===== config.mk =====
export PLATFORM = sky130hd
export DESIGN_NAME = cvt_top
export DESIGN_NICKNAME = d
export VERILOG_FILES = /design/src/verilog/cvt_pkg.sv /design/src/verilog/cvt_sar_if.sv /design/src/verilog/cvt_clkgen.sv /design/src/verilog/cvt_sar.sv /design/src/verilog/cvt_top.sv
export VERILOG_INCLUDE_DIRS = /design/src /design/src/verilog
export SDC_FILE = /design/constraint.sdc
export NUM_CORES = 1
export LEC_CHECK = 0
export BUFFER_PORTS_ARGS = -buffer_cell sky130_fd_sc_hd__buf_2
export CORE_ASPECT_RATIO = 0.9
export CORE_MARGIN = 5
export CORE_UTILIZATION = 40
export DETAILED_ROUTE_END_ITERATION = 6
export PLACE_DENSITY_LB_ADDON = 0.1
export SLEW_MARGIN = 20
export SYNTH_ARGS = -nofsm -noshare
export SYNTH_HDL_FRONTEND = slang
export SYNTH_SLANG_ARGS = --single-unit

===== constraint.sdc =====
create_clock -name mclk_i -period 8.6 [get_ports mclk_i]
set_input_delay 0.43 -clock mclk_i [delete_from_list [all_inputs] [get_ports mclk_i]]
set_output_delay 0.43 -clock mclk_i [all_outputs]
set_load 0.03 [all_outputs]

===== src/verilog/cvt_regs.svh =====
/*
  Register offsets, field positions, reset values and timing counts of the
  converter control block.
  Assumes a 40 MHz bus clock and an 8-bit register port.
*/
`ifndef CVT_REGS_SVH
`define CVT_REGS_SVH

// ----------------------------------------------------------------
// Register offsets
// ----------------------------------------------------------------
`define CVT_OFF_CTRL1         3'h0
`define CVT_OFF_CTRL2         3'h1
`define CVT_OFF_RESULT_HIGH   3'h2
`define CVT_OFF_RESULT_LOW    3'h3
`define CVT_OFF_CMP_HIGH      3'h4
`define CVT_OFF_CMP_LOW       3'h5
`define CVT_OFF_CONFIG        3'h6

// ----------------------------------------------------------------
// Field positions and reset values
// ----------------------------------------------------------------
`define CVT_C1_FLAG           7
`define CVT_C1_IRQ_EN         6
`define CVT_C1_CONT           5
`define CVT_C2_ACTIVE         7
`define CVT_C2_HW_TRIG        6
`define CVT_C2_CMP_EN         5
`define CVT_C2_CMP_DIR        4
`define CVT_CFG_LOW_POWER     7
`define CVT_CFG_LONG_SAMPLE   4
`define CVT_CFG_TEN_BIT       3
`define CVT_CHANNEL_OFF       5'h1f
`define CVT_SEL_ASYNC         2'h3

// ----------------------------------------------------------------
// Timing
// ----------------------------------------------------------------
`define CVT_CLK_MHZ           40
`define CVT_ASYNC_STARTUP_NS  5000
`define CVT_ASYNC_STARTUP_CYC ((`CVT_ASYNC_STARTUP_NS * `CVT_CLK_MHZ) / 1000)
`define CVT_SETUP_BUS_CYC     6'h05
`define CVT_STARTUP_TICKS     6'h03
`define CVT_SAMPLE_SHORT      6'h07
`define CVT_SAMPLE_LONG       6'h1b
`define CVT_FINISH_8BIT       6'h01
`define CVT_FINISH_10BIT      6'h02

`endif


===== src/verilog/cvt_pkg.sv =====
/*
  Types of the converter control block.
  Assumes nothing beyond the register header.
*/
package cvt_pkg;

  // Gray codes along idle, setup, sample, convert, finish
  typedef enum logic [2:0] {
    CVT_IDLE    = 3'h0,
    CVT_SETUP   = 3'h1,
    CVT_SAMPLE  = 3'h3,
    CVT_CONVERT = 3'h2,
    CVT_FINISH  = 3'h6
  } cvt_state_e;

  typedef logic [10:0] cvt_code_t;

endpackage


===== src/verilog/cvt_sar_if.sv =====
/*
  Interface between the conversion sequencer and the approximation engine.
  Assumes one clock shared by both ends.
*/
`timescale 1ns/100ps
`default_nettype none

interface cvt_sar_if;
  logic             start;
  logic             tick;
  logic             comp;
  logic             ten_bit;
  logic             done;
  cvt_pkg::cvt_code_t code;

  modport ctrl   (output start, output tick, output comp, output ten_bit, input done, input code);
  modport engine (input start, input tick, input comp, input ten_bit, output done, output code);
endinterface

`default_nettype wire


===== src/verilog/cvt_clkgen.sv =====
/*
  Conversion clock enable: source select, internal oscillator with startup
  delay, and divide by 1, 2, 4 or 8.
  Assumes the alternate clock arrives as a one-cycle enable on mclk_i.
*/
`timescale 1ns/100ps
`default_nettype none
`include "cvt_regs.svh"

module cvt_clkgen #(
  parameter int ASYNC_DIV   = 2,
  parameter int STARTUP_CYC = `CVT_ASYNC_STARTUP_CYC
) (
  input  wire logic       mclk_i,
  input  wire logic       rst_n_i,
  input  wire logic       ce_i,
  input  wire logic [1:0] sel_i,
  input  wire logic [1:0] div_i,
  input  wire logic       alt_tick_i,
  input  wire logic       async_en_i,
  output logic            tick_o,
  output logic            async_ready_o
);
  logic       half;
  logic [7:0] osc_cnt;
  logic [8:0] start_cnt;
  logic [2:0] div_cnt;
  logic [2:0] mask;
  logic       async_tick;
  logic       src_tick;

  assign async_ready_o = (start_cnt == 9'(STARTUP_CYC));
  assign async_tick    = async_en_i && async_ready_o && (osc_cnt == 8'(ASYNC_DIV - 1));
  // Source map: bus, bus halved, alternate, internal asynchronous
  assign src_tick = (sel_i == 2'h0) ? 1'b1 :
                    (sel_i == 2'h1) ? half :
                    (sel_i == 2'h2) ? alt_tick_i : async_tick;
  assign mask     = {div_i == 2'h3, div_i[1], div_i != 2'h0};
  assign tick_o   = src_tick && ((div_cnt & mask) == mask);

  always_ff @(posedge mclk_i or negedge rst_n_i) begin
    if (!rst_n_i) begin
      half      <= 1'b0;
      osc_cnt   <= 8'h00;
      start_cnt <= 9'h000;
      div_cnt   <= 3'h0;
    end else if (ce_i) begin
      half    <= ~half;
      div_cnt <= src_tick ? div_cnt + 3'h1 : div_cnt;
      if (!async_en_i) begin
        osc_cnt   <= 8'h00;
        start_cnt <= 9'h000;
      end else begin
        // Oscillator settles before its first edge
        start_cnt <= async_ready_o ? start_cnt : start_cnt + 9'h001;
        osc_cnt   <= (async_tick || !async_ready_o) ? 8'h00 : osc_cnt + 8'h01;
      end
    end
  end
endmodule // cvt_clkgen

`default_nettype wire


===== src/verilog/cvt_sar.sv =====
/*
  Successive approximation engine: one trial bit per conversion clock.
  Assumes the comparator answer is valid one conversion clock after the
  trial code is presented.
*/
`timescale 1ns/100ps
`default_nettype none

module cvt_sar (
  input  wire logic   mclk_i,
  input  wire logic   rst_n_i,
  input  wire logic   ce_i,
  cvt_sar_if.engine   sar
);
  logic       busy;
  logic [3:0] idx;
  logic [3:0] last;

  // 8-bit mode resolves 9 bits at the top of the code
  assign last = sar.ten_bit ? 4'h0 : 4'h2;
  // Last trial tick; no spare bus cycle before finish
  assign sar.done = busy && sar.tick && (idx == last);

  always_ff @(posedge mclk_i or negedge rst_n_i) begin
    if (!rst_n_i) begin
      busy     <= 1'b0;
      idx      <= 4'h0;
      sar.code <= 11'h000;
    end else if (ce_i) begin
      if (sar.start) begin
        busy     <= 1'b1;
        idx      <= 4'ha;
        sar.code <= 11'h400;
      end else if (busy && sar.tick) begin
        sar.code[idx] <= sar.comp;
        if (idx == last) begin
          busy     <= 1'b0;
        end else begin
          sar.code[idx - 4'h1] <= 1'b1;
          idx                  <= idx - 4'h1;
        end
      end
    end
  end
endmodule // cvt_sar

`default_nettype wire


===== src/verilog/cvt_top.sv =====
/*
  Successive approximation converter control: sequencing, conversion
  timing, result rounding, automatic compare and register port.
  Assumes synchronous inputs on mclk_i and a comparator answering the
  trial code on dac_code_o.
*/
// Design decisions made here: the placing of the registers and the strobed register port.
// Behaviour
// Leaving idle, conversion starts with sampling the selected channel.
// Long-sample bit picks the short or long sampling phase.
// After sampling, input is disconnected and successive approximation runs.
// Finished result is moved to the high and low result registers.
// Short sample, non-async clock: first conversion 20/23 clocks plus 5 bus.
// Long sample, non-async clock: first conversion 40/43 clocks plus 5 bus.
// Internal asynchronous clock adds up to 5 us startup on first conversion.
// Short sample continuous repeats take 17 or 20 conversion clocks.
// Long sample continuous repeats take 37 or 40 conversion clocks.
// Repeat sample timing not exact when bus clock is too slow.
// Compare enabled: compare value is subtracted from each result.
// Upper-limit mode sets the flag only when result >= compare value.
// Lower-limit mode sets the flag only when result < compare value.
// Flag set with interrupt enable raises the interrupt request.
// Difference is one bit wider; stored without its sign bit.
// Compare false: no flag and no result update.
// Software reads lower-limit results as negative without sign bit.
// Compare keeps monitoring in wait mode and its interrupt wakes.
// A conversion running at wait entry completes.
// In wait, hardware trigger and continuous mode still start conversions.
// Bus, halved bus and asynchronous clocks stay usable in wait.
// Completion in wait sets the flag and wakes when enabled.
// Input clock divided by 1, 2, 4 or 8 forms the conversion clock.
// Continuous mode starts a fresh conversion after each finish.
// Result rounded to 10 bits or 8 bits before storing.
// Select codes: bus, bus halved, alternate, internal asynchronous.
// Stored compare value is result plus two's complement of compare value.
`timescale 1ns/100ps
`default_nettype none
`include "cvt_regs.svh"

module cvt_top #(
  parameter int ASYNC_DIV   = 2,
  parameter int STARTUP_CYC = `CVT_ASYNC_STARTUP_CYC
) (
  input  wire logic        mclk_i,
  input  wire logic        rst_n_i,
  input  wire logic        ce_i,
  input  wire logic [2:0]  addr_i,
  input  wire logic [7:0]  wdata_i,
  input  wire logic        wr_i,
  input  wire logic        rd_i,
  output logic      [7:0]  rdata_o,
  input  wire logic        hw_trig_i,
  input  wire logic        alt_tick_i,
  input  wire logic        comp_i,
  input  wire logic        wait_mode_i,
  output logic             irq_o,
  output logic             wake_o,
  output logic             sample_o,
  output logic      [4:0]  channel_o,
  output logic      [10:0] dac_code_o,
  output logic             conv_active_o,
  output logic             async_clk_en_o
);

  // ----------------------------------------------------------------
  // Registers and state
  // ----------------------------------------------------------------
  logic       conversion_complete_flag;
  logic       complete_irq_enable;
  logic       continuous_convert_enable;
  logic [4:0] channel;
  logic       hw_trig_enable;
  logic       compare_enable;
  logic       compare_direction_select;
  logic [1:0] compare_value_high;
  logic [7:0] compare_value_low;
  logic [9:0] result;
  logic       low_power;
  logic [1:0] clock_divide_select;
  logic       long_sample_select;
  logic       ten_bit_mode;
  logic [1:0] input_clock_select;
  logic       trig_q;
  logic [5:0] cnt;

  cvt_pkg::cvt_state_e state;
  cvt_pkg::cvt_state_e next_state;

  cvt_sar_if sar ();

  // ----------------------------------------------------------------
  // Functions
  // ----------------------------------------------------------------
  // Round half up, saturating at the top code of the target width
  function automatic logic [9:0] round_sat(input logic [10:0] v, input logic [9:0] top);
    logic [10:0] sum;
    sum = {1'b0, v[10:1]} + {10'h000, v[0]};
    round_sat = (sum > {1'b0, top}) ? top : sum[9:0];
  endfunction

  // ----------------------------------------------------------------
  // Decode
  // ----------------------------------------------------------------
  logic       conversion_clock_tick;
  logic       async_ready;
  logic       wr_ctrl1;
  logic       wr_setup;
  logic       channel_on;
  logic       sw_start;
  logic       hw_start;
  logic       abort;
  logic       idle;
  logic       setup_bus_done;
  logic [5:0] sample_len;
  logic [5:0] finish_len;
  logic       finish_now;
  logic [9:0] rounded;
  logic [9:0] cmp_value;
  logic [10:0] diff;
  logic       cmp_true;
  logic       keep_result;
  logic       rd_flag_clear;

  assign idle       = (state == cvt_pkg::CVT_IDLE);
  assign wr_ctrl1   = wr_i && (addr_i == `CVT_OFF_CTRL1);
  // Any configuration change makes the running conversion invalid
  assign wr_setup   = wr_i && ((addr_i == `CVT_OFF_CTRL2) || (addr_i == `CVT_OFF_CONFIG) ||
                               (addr_i == `CVT_OFF_CMP_HIGH) || (addr_i == `CVT_OFF_CMP_LOW));
  assign channel_on = (channel != `CVT_CHANNEL_OFF);
  assign sw_start   = wr_ctrl1 && (wdata_i[4:0] != `CVT_CHANNEL_OFF) && !hw_trig_enable;
  // Edges during a conversion are ignored; works in wait too
  assign hw_start   = hw_trig_enable && channel_on && hw_trig_i && !trig_q && idle && !wr_i;
  assign abort      = wr_ctrl1 || wr_setup;

  assign setup_bus_done = (cnt >= `CVT_SETUP_BUS_CYC);
  assign sample_len = long_sample_select ? `CVT_SAMPLE_LONG : `CVT_SAMPLE_SHORT;
  assign finish_len = ten_bit_mode ? `CVT_FINISH_10BIT : `CVT_FINISH_8BIT;
  assign finish_now = (state == cvt_pkg::CVT_FINISH) && conversion_clock_tick && (cnt == finish_len - 6'h01);

  // 11-bit or 9-bit raw value rounded to the mode width
  assign rounded = ten_bit_mode ? round_sat(sar.code, 10'h3ff)
                                : round_sat({2'b00, sar.code[10:2]}, 10'h0ff);

  // Result plus two's complement of compare value, one bit wider
  assign cmp_value = ten_bit_mode ? {compare_value_high, compare_value_low} : {2'b00, compare_value_low};
  assign diff      = {1'b0, rounded} + ~{1'b0, cmp_value} + 11'h001;
  // Sign bit of the difference decides the outcome
  assign cmp_true  = compare_direction_select ? !diff[10] : diff[10];
  assign keep_result = !compare_enable || cmp_true;

  assign rd_flag_clear = rd_i && (addr_i == `CVT_OFF_RESULT_LOW);

  // ----------------------------------------------------------------
  // Sequencer
  // ----------------------------------------------------------------
  always_comb begin
    next_state = state;
    unique case (state)
      cvt_pkg::CVT_IDLE: begin
        if (sw_start || hw_start) begin
          next_state = cvt_pkg::CVT_SETUP;
        end
      end
      cvt_pkg::CVT_SETUP: begin
        // 5 bus cycles, oscillator startup, then converter warm-up
        if (setup_bus_done && async_ready_or_bus() && conversion_clock_tick && (cnt == `CVT_SETUP_BUS_CYC + `CVT_STARTUP_TICKS - 6'h01)) begin
          next_state = cvt_pkg::CVT_SAMPLE;
        end
      end
      cvt_pkg::CVT_SAMPLE: begin
        if (conversion_clock_tick && (cnt == sample_len - 6'h01)) begin
          next_state = cvt_pkg::CVT_CONVERT;
        end
      end
      cvt_pkg::CVT_CONVERT: begin
        if (sar.done) begin
          next_state = cvt_pkg::CVT_FINISH;
        end
      end
      cvt_pkg::CVT_FINISH: begin
        // Repeats skip setup; wait mode does not stop this
        if (finish_now) begin
          next_state = continuous_convert_enable ? cvt_pkg::CVT_SAMPLE : cvt_pkg::CVT_IDLE;
        end
      end
      default: begin
        next_state = cvt_pkg::CVT_IDLE;
      end
    endcase
    if (wr_setup) begin
      next_state = cvt_pkg::CVT_IDLE;
    end
    if (wr_ctrl1) begin
      next_state = sw_start ? cvt_pkg::CVT_SETUP : cvt_pkg::CVT_IDLE;
    end
  end

  function automatic logic async_ready_or_bus();
    async_ready_or_bus = (input_clock_select != `CVT_SEL_ASYNC) || async_ready;
  endfunction

  always_ff @(posedge mclk_i or negedge rst_n_i) begin
    if (!rst_n_i) begin
      state  <= cvt_pkg::CVT_IDLE;
      cnt    <= 6'h00;
      trig_q <= 1'b0;
    end else if (ce_i) begin
      state  <= next_state;
      trig_q <= hw_trig_i;
      if (next_state != state || abort) begin
        cnt <= 6'h00;
      end else if (state == cvt_pkg::CVT_SETUP && !setup_bus_done) begin
        cnt <= cnt + 6'h01;
      end else if (conversion_clock_tick && state != cvt_pkg::CVT_CONVERT && !idle &&
                   (state != cvt_pkg::CVT_SETUP || async_ready_or_bus())) begin
        cnt <= cnt + 6'h01;
      end
    end
  end

  // Sampling follows setup on a first conversion and comes first on every repeat
  assign sample_o        = (state == cvt_pkg::CVT_SAMPLE);
  assign sar.start       = (state == cvt_pkg::CVT_SAMPLE) && (next_state == cvt_pkg::CVT_CONVERT);
  assign sar.tick        = conversion_clock_tick && (state == cvt_pkg::CVT_CONVERT);
  assign sar.comp        = comp_i;
  assign sar.ten_bit     = ten_bit_mode;
  assign dac_code_o      = sar.code;
  assign channel_o       = channel;
  assign conv_active_o   = !idle;
  // Oscillator only runs while a conversion needs it
  assign async_clk_en_o  = !idle && (input_clock_select == `CVT_SEL_ASYNC);

  // ----------------------------------------------------------------
  // Clock and approximation engine
  // ----------------------------------------------------------------
  cvt_clkgen #(
    .ASYNC_DIV   (ASYNC_DIV),
    .STARTUP_CYC (STARTUP_CYC)
  ) u_clkgen (
    .mclk_i        (mclk_i),
    .rst_n_i       (rst_n_i),
    .ce_i          (ce_i),
    .sel_i         (input_clock_select),
    .div_i         (clock_divide_select),
    .alt_tick_i    (alt_tick_i),
    .async_en_i    (async_clk_en_o),
    .tick_o        (conversion_clock_tick),
    .async_ready_o (async_ready)
  );

  cvt_sar u_sar (
    .mclk_i  (mclk_i),
    .rst_n_i (rst_n_i),
    .ce_i    (ce_i),
    .sar     (sar.engine)
  );

  // ----------------------------------------------------------------
  // Register port
  // ----------------------------------------------------------------
  always_ff @(posedge mclk_i or negedge rst_n_i) begin
    if (!rst_n_i) begin
      conversion_complete_flag  <= 1'b0;
      complete_irq_enable       <= 1'b0;
      continuous_convert_enable <= 1'b0;
      channel                   <= `CVT_CHANNEL_OFF;
      hw_trig_enable            <= 1'b0;
      compare_enable            <= 1'b0;
      compare_direction_select  <= 1'b0;
      compare_value_high        <= 2'h0;
      compare_value_low         <= 8'h00;
      low_power                 <= 1'b0;
      clock_divide_select       <= 2'h0;
      long_sample_select        <= 1'b0;
      ten_bit_mode              <= 1'b0;
      input_clock_select        <= 2'h0;
      result                    <= 10'h000;
    end else if (ce_i) begin
      if (wr_ctrl1) begin
        complete_irq_enable       <= wdata_i[`CVT_C1_IRQ_EN];
        continuous_convert_enable <= wdata_i[`CVT_C1_CONT];
        channel                   <= wdata_i[4:0];
      end
      if (wr_i && addr_i == `CVT_OFF_CTRL2) begin
        hw_trig_enable           <= wdata_i[`CVT_C2_HW_TRIG];
        compare_enable           <= wdata_i[`CVT_C2_CMP_EN];
        compare_direction_select <= wdata_i[`CVT_C2_CMP_DIR];
      end
      if (wr_i && addr_i == `CVT_OFF_CMP_HIGH) begin
        compare_value_high <= wdata_i[1:0];
      end
      if (wr_i && addr_i == `CVT_OFF_CMP_LOW) begin
        compare_value_low <= wdata_i;
      end
      if (wr_i && addr_i == `CVT_OFF_CONFIG) begin
        low_power           <= wdata_i[`CVT_CFG_LOW_POWER];
        clock_divide_select <= wdata_i[6:5];
        long_sample_select  <= wdata_i[`CVT_CFG_LONG_SAMPLE];
        ten_bit_mode        <= wdata_i[`CVT_CFG_TEN_BIT];
        input_clock_select  <= wdata_i[1:0];
      end
      // Completion wins over a same-cycle read clear, not over a CTRL1 write
      if (finish_now && !abort && keep_result) begin
        result                   <= compare_enable ? (ten_bit_mode ? diff[9:0] : {2'b00, diff[7:0]})
                                                   : rounded;
        conversion_complete_flag <= 1'b1;
      end else if (wr_ctrl1 || rd_flag_clear) begin
        conversion_complete_flag <= 1'b0;
      end
    end
  end

  always_ff @(posedge mclk_i or negedge rst_n_i) begin
    if (!rst_n_i) begin
      rdata_o <= 8'h00;
    end else if (ce_i) begin
      rdata_o <= 8'h00;
      if (rd_i) begin
        unique case (addr_i)
          `CVT_OFF_CTRL1:       rdata_o <= {conversion_complete_flag, complete_irq_enable,
                                            continuous_convert_enable, channel};
          `CVT_OFF_CTRL2:       rdata_o <= {!idle, hw_trig_enable, compare_enable,
                                            compare_direction_select, 4'h0};
          `CVT_OFF_RESULT_HIGH: rdata_o <= {6'h00, result[9:8]};
          `CVT_OFF_RESULT_LOW:  rdata_o <= result[7:0];
          `CVT_OFF_CMP_HIGH:    rdata_o <= {6'h00, compare_value_high};
          `CVT_OFF_CMP_LOW:     rdata_o <= compare_value_low;
          `CVT_OFF_CONFIG:      rdata_o <= {low_power, clock_divide_select, long_sample_select,
                                            ten_bit_mode, 1'b0, input_clock_select};
          default:              rdata_o <= 8'h00;
        endcase
      end
    end
  end

  // Level request; also the wake source in wait mode
  assign irq_o  = conversion_complete_flag && complete_irq_enable;
  assign wake_o = irq_o && wait_mode_i;

endmodule // cvt_top

`default_nettype wire

# Word level (Yosys, flattened, before mapping)

Index checks and enable logic that the tools add are counted.

RAM bits: 0
Input port bits: 20
Memories kept: 0
Memory bits (read-only): 0
Latch bits: 0
Register bits after elaboration: 93
Output and inout port bits: 29

Shifts and indexed selects: 0
Equal/unequal tests: 30
Bitwise gates (word level): 4
Order comparisons: 7
Reductions and logical operators: 79
$mul: 0
Divide/modulo/power cells: 0
Muxes and demuxes: 48
Add/sub/neg operators: 11

Operator list:

| operator                | number |
|---|---|
| $pmux W8 S7             | 1 |
| $mux W10                | 5 |
| $logic_and A1 B1 Y1     | 38 |
| $mux W11                | 3 |
| $mux W9                 | 3 |
| $mux W8                 | 3 |
| $reduce_and A2 Y1       | 11 |
| $mux W3                 | 7 |
| $mux W6                 | 3 |
| $eq A3 B2 Y1 const B    | 5 |
| $pmux W3 S5             | 1 |
| $eq A3 B3 Y1 const B    | 4 |
| $eq A6 B6 Y1            | 2 |
| $mux W1                 | 12 |
| $mux W4                 | 3 |
| $add A10 B1 Y11         | 1 |
| $add A10 B11 Y11        | 1 |
| $add A11 B1 Y11 const B | 1 |
| $bwmux W11              | 1 |
| $gt A11 B10 Y1 const B  | 1 |
| $logic_or A1 B1 Y1      | 11 |
| $not A10 Y11            | 1 |
| $or A11 B11 Y11         | 1 |
| $lt A4 B5 Y1 const B    | 2 |
| other kinds (35)        | 58 |

# Depth between registers and ports, before layout

Gate-level depths: netlist of run 1.

Word-level depth: 20
Depth in mapped cells: 18
Depth with buffers taken out: 16

# By module

From an unflattened synthesis of run 1, not the netlist that was laid out.

Cells, all modules: 710
Area total of the unflattened synthesis: 6,449.9 um^2

By module, submodules not included:

| module     | times used | cells an instance | area an instance (um^2) |
|---|---|---|---|
| cvt_top    | 1          | 453               | 4,053.9 |
| cvt_clkgen | 1          | 135               | 1,234.9 |
| cvt_sar    | 1          | 122               | 1,161.1 |

# Worst setup path after synthesis of run 1

OpenSTA, ideal clock, no wires.

Kind: register to register
Start point: register u_sar.sar.code[0]
End point: register result[0]
Cell stages (with the launch flop): 19
Setup time: 125 ps
Slack: 4,540 ps
Period minus slack after synthesis: 4,060 ps
Data arrival time: 3,935 ps
Buffers on the path: 2
Cells stage by stage: dfrtp_1 ha_1 ha_1 nand3_1 or2_2 clkbuf_1 o21ai_0 o22ai_1 ha_1 inv_1 fa_1 a211oi_1 nor2_1 o221ai_1 a21oi_1 mux2i_1 a2111o_1 buf_6 mux2_4

Longest elaborated chain between the ends: 11
Elaborated cells on any way between the ends: 13
Classes of those cells: 3 x add/sub; 1 x order compare; 5 x mux; 4 x reduce/logical

Ends and longest elaborated chain:

| element                            | line             | source |
|---|---|---|
| from (decl)                        | cvt_sar_if.sv:17 | `modport engine (input start, input tick, input comp, input ten_bit, output done, output code);` |
| from (signal, indexed assignment)  | cvt_sar.sv:35    | `sar.code[idx] <= sar.comp;` |
| $add A10 B1 Y11 *                  | cvt_top.sv:97    | `sum = {1'b0, v[10:1]} + {10'h000, v[0]};` |
| $gt A11 B10 Y1                     | cvt_top.sv:98    | `round_sat = (sum > {1'b0, top}) ? top : sum[9:0];` |
| $mux W10 *                         | cvt_top.sv:98    |  |
| $mux W10 *                         | cvt_top.sv:141   | `assign rounded = ten_bit_mode ? round_sat(sar.code, 10'h3ff)` |
| $add A10 B11 Y11                   | cvt_top.sv:146   | `assign diff = {1'b0, rounded} + ~{1'b0, cmp_value} + 11'h001;` |
| $add A11 B1 Y11                    | cvt_top.sv:146   |  |
| $logic_not A1 Y1                   | cvt_top.sv:148   | `assign cmp_true = compare_direction_select ? !diff[10] : diff[10];` |
| $mux W1                            | cvt_top.sv:148   |  |
| $logic_or A1 B1 Y1                 | cvt_top.sv:149   | `assign keep_result = !compare_enable \|\| cmp_true;` |
| $logic_and A1 B1 Y1                | cvt_top.sv:303   | `if (finish_now && !abort && keep_result) begin` |
| $reduce_and A2 Y1 (no source line) | --               |  |
| to (signal assigned)               | cvt_top.sv:304   | `result <= compare_enable ? (ten_bit_mode ? diff[9:0] : {2'b00, diff[7:0]})` |
| to (decl)                          | cvt_top.sv:77    | `logic [9:0] result;` |

Mark *: on every way between the ends. The rest lies on a longest branch, timed or not.
A chain may end at the register's enable or synchronous reset.

# Final worst setup path of run 1

Start point: register u_sar.sar.code[0]
End point: register result[4]

The elaborated chain is that of the path after synthesis.

==> results of run 1 <==
-- metrics by stage --
step / util / instances / hold slack (ns)
final: 0.451 / 898 / 0.321
after global routing: 0.451 / 898 / 0.333
after CTS: 0.451 / 898 / 0.311
after detailed placement: 0.429 / 881 / 0.357
after global placement: 0.429 / 881 / 0.359
after floorplan: - / 658 / 0.134
-- per-layer routing --
layer / up-vias / global-route usage / part of all wire
met5: - / 0 / 0
met4: 0 / 0.0513 / 0.016
met3: 17 / 0.0344 / 0.035
met2: 97 / 0.289 / 0.46
met1: 2517 / 0.269 / 0.49
li1: 2458 / - / -
-- cell usage in the layout, fill, tap and decap left out, drive strengths merged, types with 5 or more instances in the layout --
cell / netlist / final
a21o: 6 / 6
a22oi: 12 / 12
inv: 29 / 31
nand2: 62 / 62
nor2b: 10 / 10
o21ai: 42 / 42
mux2i: 10 / 10
nor2: 49 / 49
dfrtp: 88 / 88
a21boi: 9 / 9
a21oi: 21 / 21
mux2: 38 / 38
xor2: 19 / 19
a221oi: 9 / 9
clkbuf: 22 / 10
and2: 6 / 6
o22ai: 13 / 13
nand2b: 13 / 13
buf: 9 / 52
xnor2: 13 / 13
o2bb2ai: 12 / 12
nor4: 5 / 5
a211oi: 7 / 7
dfstp: 5 / 5
nor3b: 5 / 5
and3: 9 / 9
nand3: 26 / 26
ha: 31 / 31
a311oi: 7 / 7
nor3: 14 / 14
o31ai: 7 / 7
nand4: 5 / 5
-- logic make-up after synthesis --
logic type / Yosys count
and+or+nand+nor: 224
AOI/OAI and AO/OA: 168
adders and majority gates: 32
xor gates and xnor gates: 32
muxes: 49
DFF: 93
buffers and inverters: 60
-- report_power, final --
group / internal (mW) / switching [mW] / total [mW]
registers: 0.494 / 0.0692 / 0.563
logic: 0.173 / 0.250 / 0.423
clock network: 0.258 / 0.183 / 0.441
-- worst max path at each step --
stage,from,endpoint,cells after the start,slack (ns)
2_1_floorplan,u_sar.sar.code[0],result[0],18,4.54
3_3_place_gp,u_sar.sar.code[0],result[3],16,4.38
3_5_place_dp,u_sar.sar.code[0],result[5],16,4.31
4_1_cts,u_sar.sar.code[0],result[5],16,4.27
5_1_grt,u_sar.sar.code[0],result[4],16,3.96
6_report,u_sar.sar.code[0],result[4],16,4.27
-- layout make-up --
class	instances	share of cell area
inverter	29	0.0159
clock inverter	6	0.0137
timing repair buffer	53	0.0412
sequential	93	0.340
multi-input combinational	505	0.519
tap	202	0.0368
clock buffer	10	0.0334
-- flip-flops by register name (all words and copies together), names as in the netlist, 3 cells and up --
| signal | flops |
|---|---|
| u_sar.idx | 4 |
| state | 3 |
| channel_o | 5 |
| u_clkgen.start_cnt | 9 |
| u_clkgen.div_cnt | 3 |
| u_sar.sar.code | 11 |
| u_clkgen.osc_cnt | 8 |
| cnt | 6 |
| rdata_o | 8 |
| result | 10 |
| compare_value_low | 8 |
-- critical path, stage by stage, from the launching register on --
cell      delay [ns]
dfrtp_1         0.41
ha_1            0.28
ha_1            0.23
nand3_1         0.12
or2_2           0.17
o21ai_0         0.12
o22ai_1         0.25
ha_1            0.20
inv_1           0.05
fa_1            0.42
a211oi_1        0.22
nor2_1          0.10
o221ai_1        0.28
a21oi_1         0.16
mux2i_1         0.16
a2111o_1        0.66
mux2_4          0.37
-- what timing repair did --
item,4_1_cts,5_1_grt
hold endpoints to repair,23,0
endpoints found under the setup margin,0,0
hold buffers,1,0
==> flow_metrics.py, run 1 <==
metrics = {
    "setup_path": {
        "rrSetupSlack_ns": 4.27,
        "r2r_cells": 16,
        "path_max_fanout": 10,
        "crit_path_end_kind": "flip-flop",
        "worstPathArrival_ns": 4.56,
        "timing.rr.end": "result[4]",
        "crit_type": "flip-flop to flip-flop",
        "required_ns": 8.83,
        "r2r_start": "u_sar.sar.code[0]",
        "start_kind": "flip-flop",
    },
    "clocking": {
        "clk_latency_ns": 0.35,
        "cts_resized": 0,
        "root_buffer": "clkbuf_16",
        "cts_buffer_depth": 2,
        "cts_buffers": 9,
        "htree_levels": 3,
        "clkTransAtPathRegs_ns": 0.07,
        "cts_tree": "done",
        "cts_sinks": 93,
        "postCtsSetupRepairBufs": 0,
    },
    "hold_path": {
        "hp-class": "input pin to flip-flop",
        "min_from": "wdata_i[2]",
        "hold_path_end": "compare_value_low[2]",
        "holdPathStages": 3,
    },
    "finish": {
        "finalNetCount": 743,
        "fin_area_sq_um": 6860,
        "syn_to_final_growth_pct": 11.6,
        "diodes": 0,
        "fill_cells": 1468,
        "drive_gt1_frac": 0.177,
        "multi_input_area_sq_um": 3560,
        "regArea_sq_um": 2330,
    },
    "detailed_routing": {
        "drcViolationCount": 0,
        "wl_mm": 16.3,
        "drt_first_pass_iters": 5,
        "via_per_inst": 5.67,
        "vias": 5089,
        "wl_per_cell_um": 18.1,
        "drtAntennaViolNets": 0,
        "drt_iter0_drc": 338,
    },
    "floorplan": {
        "rows": 43,
        "core_sq_um": 15200,
        "die_h_um": 128,
        "die-area_sq_um": 18000,
        "die_w_um": 141,
        "ioPinCount": 49,
        "initial_core_util": 0.404,
    },
    "logic_synthesis": {
        "async_flop_share": 1.00,
        "synth_compound_area_frac": 0.186,
        "synth_warnings": 0,
        "ys_ff_latch": 93,
        "ys_types": 67,
        "syn_nets": 710,
        "synthTopCellsByCount": "dfrtp_1, nand2_1, nor2_1, o21ai_0, ha_1",
        "synthTopCellsByArea": "dfrtp_1, ha_1, mux2_2",
        "synth_edf_count": 0,
        "avgSynthCellArea_sq_um": 9.34,
        "synth_area_leader_cell": "dfrtp_1",
        "synth.most_common_cell": "dfrtp_1",
        "syn_inst": 658,
        "synthFlopType": "dfrtp_1",
        "synth_mux_area_frac": 0.0944,
        "synthSimpleGateAreaFrac": 0.186,
        "synth_top_family_by_area": "simple AND/OR/NAND/NOR gates",
        "synth_area_sq_um": 6150,
        "synthAdderAreaFrac": 0.0664,
        "ys_seq_area_frac": 0.380,
        "synth_xor_area_frac": 0.0456,
        "yosys.area.top_type_share": 0.358,
    },
    "status": {
        "status": "complete, no violations",
    },
    "global_route": {
        "gr-total-overflow": 0,
        "grt_usage": 0.187,
        "antenna_found_initial": 0,
        "grt_pass1_vias": 5039,
        "grt_pass1_wl_mm": 27.2,
        "grt_start_max_net_pins": 71,
    },
    "pwr": {
        "power_density_nw_per_um2": 208,
        "peakVddDrop_uv": 118,
        "p_leak_nw": 3.04,
        "totalPowerFinal_mw": 1.43,
    },
    "sta": {
        "layout_setup_ws_ns": 4.27,
        "layout_min_cycle_time_ns": 4.33,
        "drv_slew": 0,
        "rsz0062_at_grt": "no",
        "hold_viol": 0,
        "setup_violations": 0,
        "slew_headroom": 0.392,
        "fmax_ghz": 0.231,
        "fin_crit_sh": 0.503,
        "skew_ns": 0.0168,
        "worst_pin_slew_ns": 0.912,
        "final.setup.tns_ns": 0,
    },
    "place": {
        "dpl.hpwl_mm": 11.9,
        "postPlaceCellArea_sq_um": 6530,
        "routabilityCongestion": 0.860,
        "place_ws_ns": 4.31,
        "numPortBuffers": 48,
    },
    "run": {
        "drv_cap": 0,
    },
}
Power figures use the tool's default switching activity.
==> run 2, diff against run 1 <==
- clock period: 8.6 -> 3.6 ns (I/O delays scaled with it)
==> flow_metrics.py, run 2 (synthesis gave the netlist of run 1 again) <==
metrics = {
    "status": {
        "status": "complete, no violations",
    },
    "finish": {
        "diodes": 0,
        "finalNetCount": 782,
        "regArea_sq_um": 2340,
        "final_common_cell": "dfrtp_1",
        "drive_gt1_frac": 0.246,
        "largest-register": "u_sar.sar.code",
        "final_cell_mix": "dfrtp_1, nand2_1, buf_2",
        "syn_to_final_growth_pct": 17.4,
        "multi_input_area_sq_um": 3630,
        "reg.largest.list": "u_sar.sar.code x11, result x10, u_clkgen.start_cnt x9",
        "largest_register_ffs": 11,
        "fill_cells": 1451,
    },
    "sta": {
        "layout_setup_ws_ns": 0.0200,
        "fmax_ghz": 0.279,
        "setup_violations": 0,
        "hold_viol": 0,
        "drv_slew": 0,
        "worst_hold_slack_ns": 0.0515,
        "slew_headroom": 0.398,
        "layout_min_cycle_time_ns": 3.58,
        "worst_pin_slew_ns": 0.903,
        "fin_crit_sh": 0.994,
        "skew_ns": 0.0135,
        "rsz0062_at_grt": "yes",
    },
    "floorplan": {
        "rows": 43,
        "die_w_um": 141,
        "die-area_sq_um": 18000,
        "initial_core_util": 0.404,
        "ioPinCount": 49,
        "core_sq_um": 15200,
        "die_h_um": 128,
    },
    "pwr": {
        "p_leak_nw": 3.22,
        "peakVddDrop_uv": 256,
        "power_density_nw_per_um2": 478,
    },
    "setup_path": {
        "crit_type": "flip-flop to flip-flop",
        "worstPathArrival_ns": 3.83,
        "crit_path_end_kind": "flip-flop",
        "required_ns": 3.85,
        "critPathMaxStageDelay_ns": 0.43,
        "start_kind": "flip-flop",
        "path_cells": "ha_4 -> ha_4 -> nand3_2 -> or2_4 -> o21ai_2 -> o22ai_2 -> ha_2 -> inv_2 -> fa_2 -> a211oi_2 -> nor2_2 -> o221ai_2 -> a21oi_2 -> mux2i_1 -> a2111o_1 -> buf_6 -> mux2_4",
        "cpMaxStageDelayCell": "dfrtp_2",
        "path_max_fanout": 10,
        "critPathMostFrequentCell": "ha_4",
        "crit_family": "compound AO/OA/AOI/OAI gates",
        "crit_buf_inv": 2,
    },
    "clocking": {
        "htree_levels": 3,
        "clk_latency_ns": 0.36,
        "cts_buffers": 9,
        "root_buffer": "clkbuf_16",
        "cts_buffer_depth": 2,
        "clkTransAtPathRegs_ns": 0.08,
        "cts_sinks": 93,
        "cts_tree": "done",
    },
    "global_route": {
        "grt_start_max_net_pins": 67,
        "grt_pass1_wl_mm": 28.6,
        "gr-total-overflow": 0,
        "grt_usage": 0.199,
        "grt_pass1_vias": 5239,
        "antenna_found_initial": 0,
    },
    "detailed_routing": {
        "wl_mm": 17.2,
        "drt_first_pass_iters": 5,
        "drtAntennaViolNets": 0,
        "vias": 5290,
        "via_per_inst": 5.65,
        "wl_per_cell_um": 18.3,
        "drt_iter0_drc": 508,
        "drcViolationCount": 0,
    },
    "place": {
        "numPortBuffers": 48,
        "dpl.hpwl_mm": 12.6,
        "routabilityCongestion": 0.859,
        "place_ws_ns": -0.159,
    },
    "run": {
        "drv_cap": 0,
    },
    "hold_path": {
        "hp-class": "input pin to flip-flop",
    },
}
==> run 2: cell count changes in the layout (fill, tap and decap cells not counted), moves of 2 or more <==
cell,previous run,this run
nor2_1,48,46
clkinv_8,0,2
dfrtp_2,0,4
bufinv_16,2,0
o21ai_0,38,36
inv_8,0,2
ha_1,31,27
dfrtp_1,88,84
ha_4,0,2
buf_4,5,43
ha_2,0,2
nor2_2,1,3
==> run 2: repair_timing <==
| item | CTS | global route |
|---|---|---|
| hold buffers | 1 | 0 |
| resized for setup | 7 | 1 |
| pin swaps | 3 | 1 |
| endpoints found under the hold margin | 29 | 0 |
| buffers inserted | 2 | 2 |
| endpoints found under the setup margin | 10 | 10 |
==> run 2: layout make-up <==
type                    count  area share
clock buffers               9      0.0312
clock inverters             7      0.0111
inverters                  29      0.0151
multi-input cells         505       0.503
flip-flops and latches     93       0.324
well taps                 202      0.0350
repair buffers             92      0.0803
==> run 2: metrics by stage <==
| step | std cells | power [mW] | cell area [sq um] | utilization | setup TNS [ns] |
|---|---|---|---|---|---|
| after floorplan | 658 | 2.08 | 6210 | - | -0.852 |
| after global placement | 916 | 2.42 | 6850 | 0.450 | -0.684 |
| after detailed placement | 916 | 2.45 | 6850 | 0.450 | -1.39 |
| after CTS | 935 | 3.47 | 7200 | 0.473 | 0 |
| after global routing | 937 | 3.67 | 7220 | 0.474 | -1.30 |
| final | 937 | 3.45 | 7220 | 0.474 | 0 |
==> run 2: per-layer routing <==
| layer | global-route usage | vias up | share of wire |
|---|---|---|---|
| met5 | 0 | - | 0 |
| met4 | 0.0342 | 0 | 0.010 |
| met3 | 0.0408 | 16 | 0.040 |
| met2 | 0.315 | 129 | 0.46 |
| met1 | 0.287 | 2598 | 0.49 |
| li1 | - | 2547 | - |
==> run 2: path summary, 6_finish.rpt <==
check | start | endpoint | slack, ns | depth (start not counted)
worst max register to register | u_sar.sar.code[0] | result[1] | 0.02 | 17
worst min-delay path | wdata_i[2] | compare_value_low[2] | 0.05 | 3
worst max-delay path | u_sar.sar.code[0] | result[1] | 0.02 | 17
worst min register to register | u_clkgen.half | u_clkgen.half | 0.47 | 1
max in group asynchronous | rst_n_i | channel_o[2] | 2.24 | 3
min in group asynchronous | rst_n_i | u_sar.sar.code[2] | 0.48 | 2
==> run 2: worst register-to-register path, stage by stage, from the launching register on <==
cell,delay (ns)
dfrtp_2,0.43
ha_4,0.17
ha_4,0.15
nand3_2,0.07
or2_4,0.13
o21ai_2,0.06
o22ai_2,0.20
ha_2,0.21
inv_2,0.05
fa_2,0.39
a211oi_2,0.22
nor2_2,0.08
o221ai_2,0.21
a21oi_2,0.10
mux2i_1,0.14
a2111o_1,0.39
buf_6,0.16
mux2_4,0.30
==> run 2: power breakdown <==
part           internal, mW  total (mW)  switching [mW]
sequential             1.18        1.33           0.151
combinational         0.490        1.14           0.647
clock                 0.495       0.986           0.491
==> run 3, diff against run 2 <==
- CTS_BUF_LIST: not set -> sky130_fd_sc_hd__clkbuf_2
==> flow_metrics.py, run 3 (synthesis gave the netlist of run 1 again) <==
metrics = {
    "setup_path": {
        "required_ns": 4.16,
        "crit_path_end_kind": "flip-flop",
        "crit_type": "flip-flop to flip-flop",
        "path_max_fanout": 10,
        "worstPathArrival_ns": 4.15,
        "start_kind": "flip-flop",
    },
    "sta": {
        "worst_hold_slack_ns": 0.0785,
        "rsz0062_at_grt": "yes",
        "setup_violations": 0,
        "hold_viol": 0,
        "drv_slew": 0,
        "final.setup.tns_ns": 0,
        "skew_ns": 0.0545,
        "slew_headroom": 0.389,
        "worst_pin_slew_ns": 0.916,
        "layout_min_cycle_time_ns": 3.59,
        "fin_crit_sh": 0.997,
        "fmax_ghz": 0.279,
    },
    "pwr": {
        "seqPwrFrac": 0.436,
        "pwr-share-comb": 0.378,
        "p_sw_mw": 1.25,
        "p_leak_nw": 3.20,
        "peakVddDrop_uv": 254,
        "power_frac_clock": 0.186,
        "p_int_mw": 1.80,
        "p_sw_frac": 0.410,
        "power_density_nw_per_um2": 425,
    },
    "floorplan": {
        "die-area_sq_um": 18000,
        "ioPinCount": 49,
        "die_h_um": 128,
        "initial_core_util": 0.404,
        "core_sq_um": 15200,
        "rows": 43,
        "die_w_um": 141,
    },
    "detailed_routing": {
        "drcViolationCount": 0,
        "drt_iter0_drc": 494,
        "drt_first_pass_iters": 5,
        "top_layer": "met4",
        "drtAntennaViolNets": 0,
        "route.met3.wl_um": 770,
        "via_per_inst": 5.62,
        "wl_mm": 17.2,
        "vias": 5341,
        "dr_wl_met2_mm": 8.00,
        "wl_met1_mm": 8.26,
        "wl_per_cell_um": 18.1,
    },
    "finish": {
        "largest-register": "u_sar.sar.code",
        "reg.largest.list": "u_sar.sar.code x11, result x10, u_clkgen.start_cnt x9",
        "final_cell_mix": "dfrtp_1, nand2_1, buf_2",
        "syn_to_final_growth_pct": 16.6,
        "fill_cells": 1463,
        "diodes": 0,
        "stdcell_count": 950,
        "largest_register_ffs": 11,
        "finalNetCount": 795,
        "final_common_cell": "dfrtp_1",
        "post-route-util": 0.471,
        "drive_gt1_frac": 0.243,
    },
    "global_route": {
        "grt_usage": 0.200,
        "grt_start_max_net_pins": 67,
        "grt_pass1_wl_mm": 28.7,
        "grt_pass1_vias": 5271,
        "antenna_found_initial": 0,
        "gr-total-overflow": 0,
    },
    "status": {
        "status": "complete, no violations",
    },
    "run": {
        "drv_cap": 0,
    },
    "clocking": {
        "cts_sinks": 93,
        "htree_levels": 3,
        "cts_tree": "done",
        "cts_buffers": 9,
        "cts_buffer_depth": 2,
        "clk_latency_ns": 0.64,
        "root_buffer": "clkbuf_2",
        "clkTransAtPathRegs_ns": 0.34,
    },
    "place": {
        "routabilityCongestion": 0.859,
        "dpl.hpwl_mm": 12.6,
        "numPortBuffers": 48,
        "dp.cells": 916,
    },
    "hold_path": {
        "hp-class": "input pin to flip-flop",
    },
}
run 3: changes by cell type in the layout (fill, tap and decap cells not counted):
cell           change
clkbuf_16          -9
clkbuf_2           +9
dlygate4sd3_1     +13
ha_1               -1
ha_2               +1
run 3: what timing repair did:
| item | CTS | global route |
|---|---|---|
| pin swaps | 3 | 1 |
| gates resized for setup | 7 | 2 |
| hold endpoints to repair | 113 | 0 |
| buffers inserted | 4 | 0 |
| endpoints found under the setup margin | 10 | 10 |
| hold buffers | 14 | 0 |
run 3: power groups by stage:
stage	sequential, mW	clock, mW	combinational [mW]
final	1.33	0.567	1.15
after global routing	1.36	0.627	1.28
after CTS	1.33	0.586	1.15
after detailed placement	1.34	0	1.10
after global placement	1.34	0	1.08
after floorplan	1.33	0	0.744
run 3: worst paths after layout:
kind / depth (start not counted) / slack, ns / to / startpoint
worst max-delay path: 17 / 0.01 / result[7] / u_sar.sar.code[0]
worst min-delay path: 5 / 0.08 / rdata_o[2] / addr_i[1]
worst max register to register: 17 / 0.01 / result[7] / u_sar.sar.code[0]
worst min register to register: 1 / 0.49 / u_clkgen.half / u_clkgen.half
max in group asynchronous: 3 / 2.59 / channel_o[2] / rst_n_i
min in group asynchronous: 2 / 0.15 / compare_value_low[4] / rst_n_i
run 3: layer usage:
layer,vias up,track usage
met1,2606,0.287
met5,-,0
met4,0,0.0410
met3,13,0.0341
li1,2568,-
met2,154,0.318
run 3: cell type report:
cell class	instances	area, sq um	share of cell area
sequential	93	2340	0.326
clock inverter	7	80.1	0.0112
timing repair buffer	105	709	0.0990
multi-input combinational	505	3630	0.507
tap	202	253	0.0353
inverter	29	109	0.0152
clock buffer	9	45.0	0.00628
run 3: critical path, stage by stage, from the launching register on:
cell and delay [ns]:
dfrtp_2 0.50, ha_4 0.17, ha_4 0.15, nand3_2 0.07
or2_4 0.13, o21ai_2 0.06, o22ai_2 0.19, ha_2 0.21
inv_2 0.05, fa_2 0.39, a211oi_2 0.22, nor2_2 0.08
o221ai_2 0.21, a21oi_2 0.10, mux2i_1 0.14, a2111o_1 0.38
buf_6 0.16, mux2_4 0.30
run 3: through the flow:
| step | worst slack, ns | power, mW | instance area (sq um) |
|---|---|---|---|
| 5_1_grt | -0.153 | 3.26 | 7170 |
| 3_3_place_gp | -0.0798 | 2.42 | 6850 |
| 2_1_floorplan | -0.0978 | 2.08 | 6210 |
| 3_5_place_dp | -0.159 | 2.45 | 6850 |
| 4_1_cts | -0.000404 | 3.06 | 7160 |
| 6_report | 0.0102 | 3.05 | 7170 |
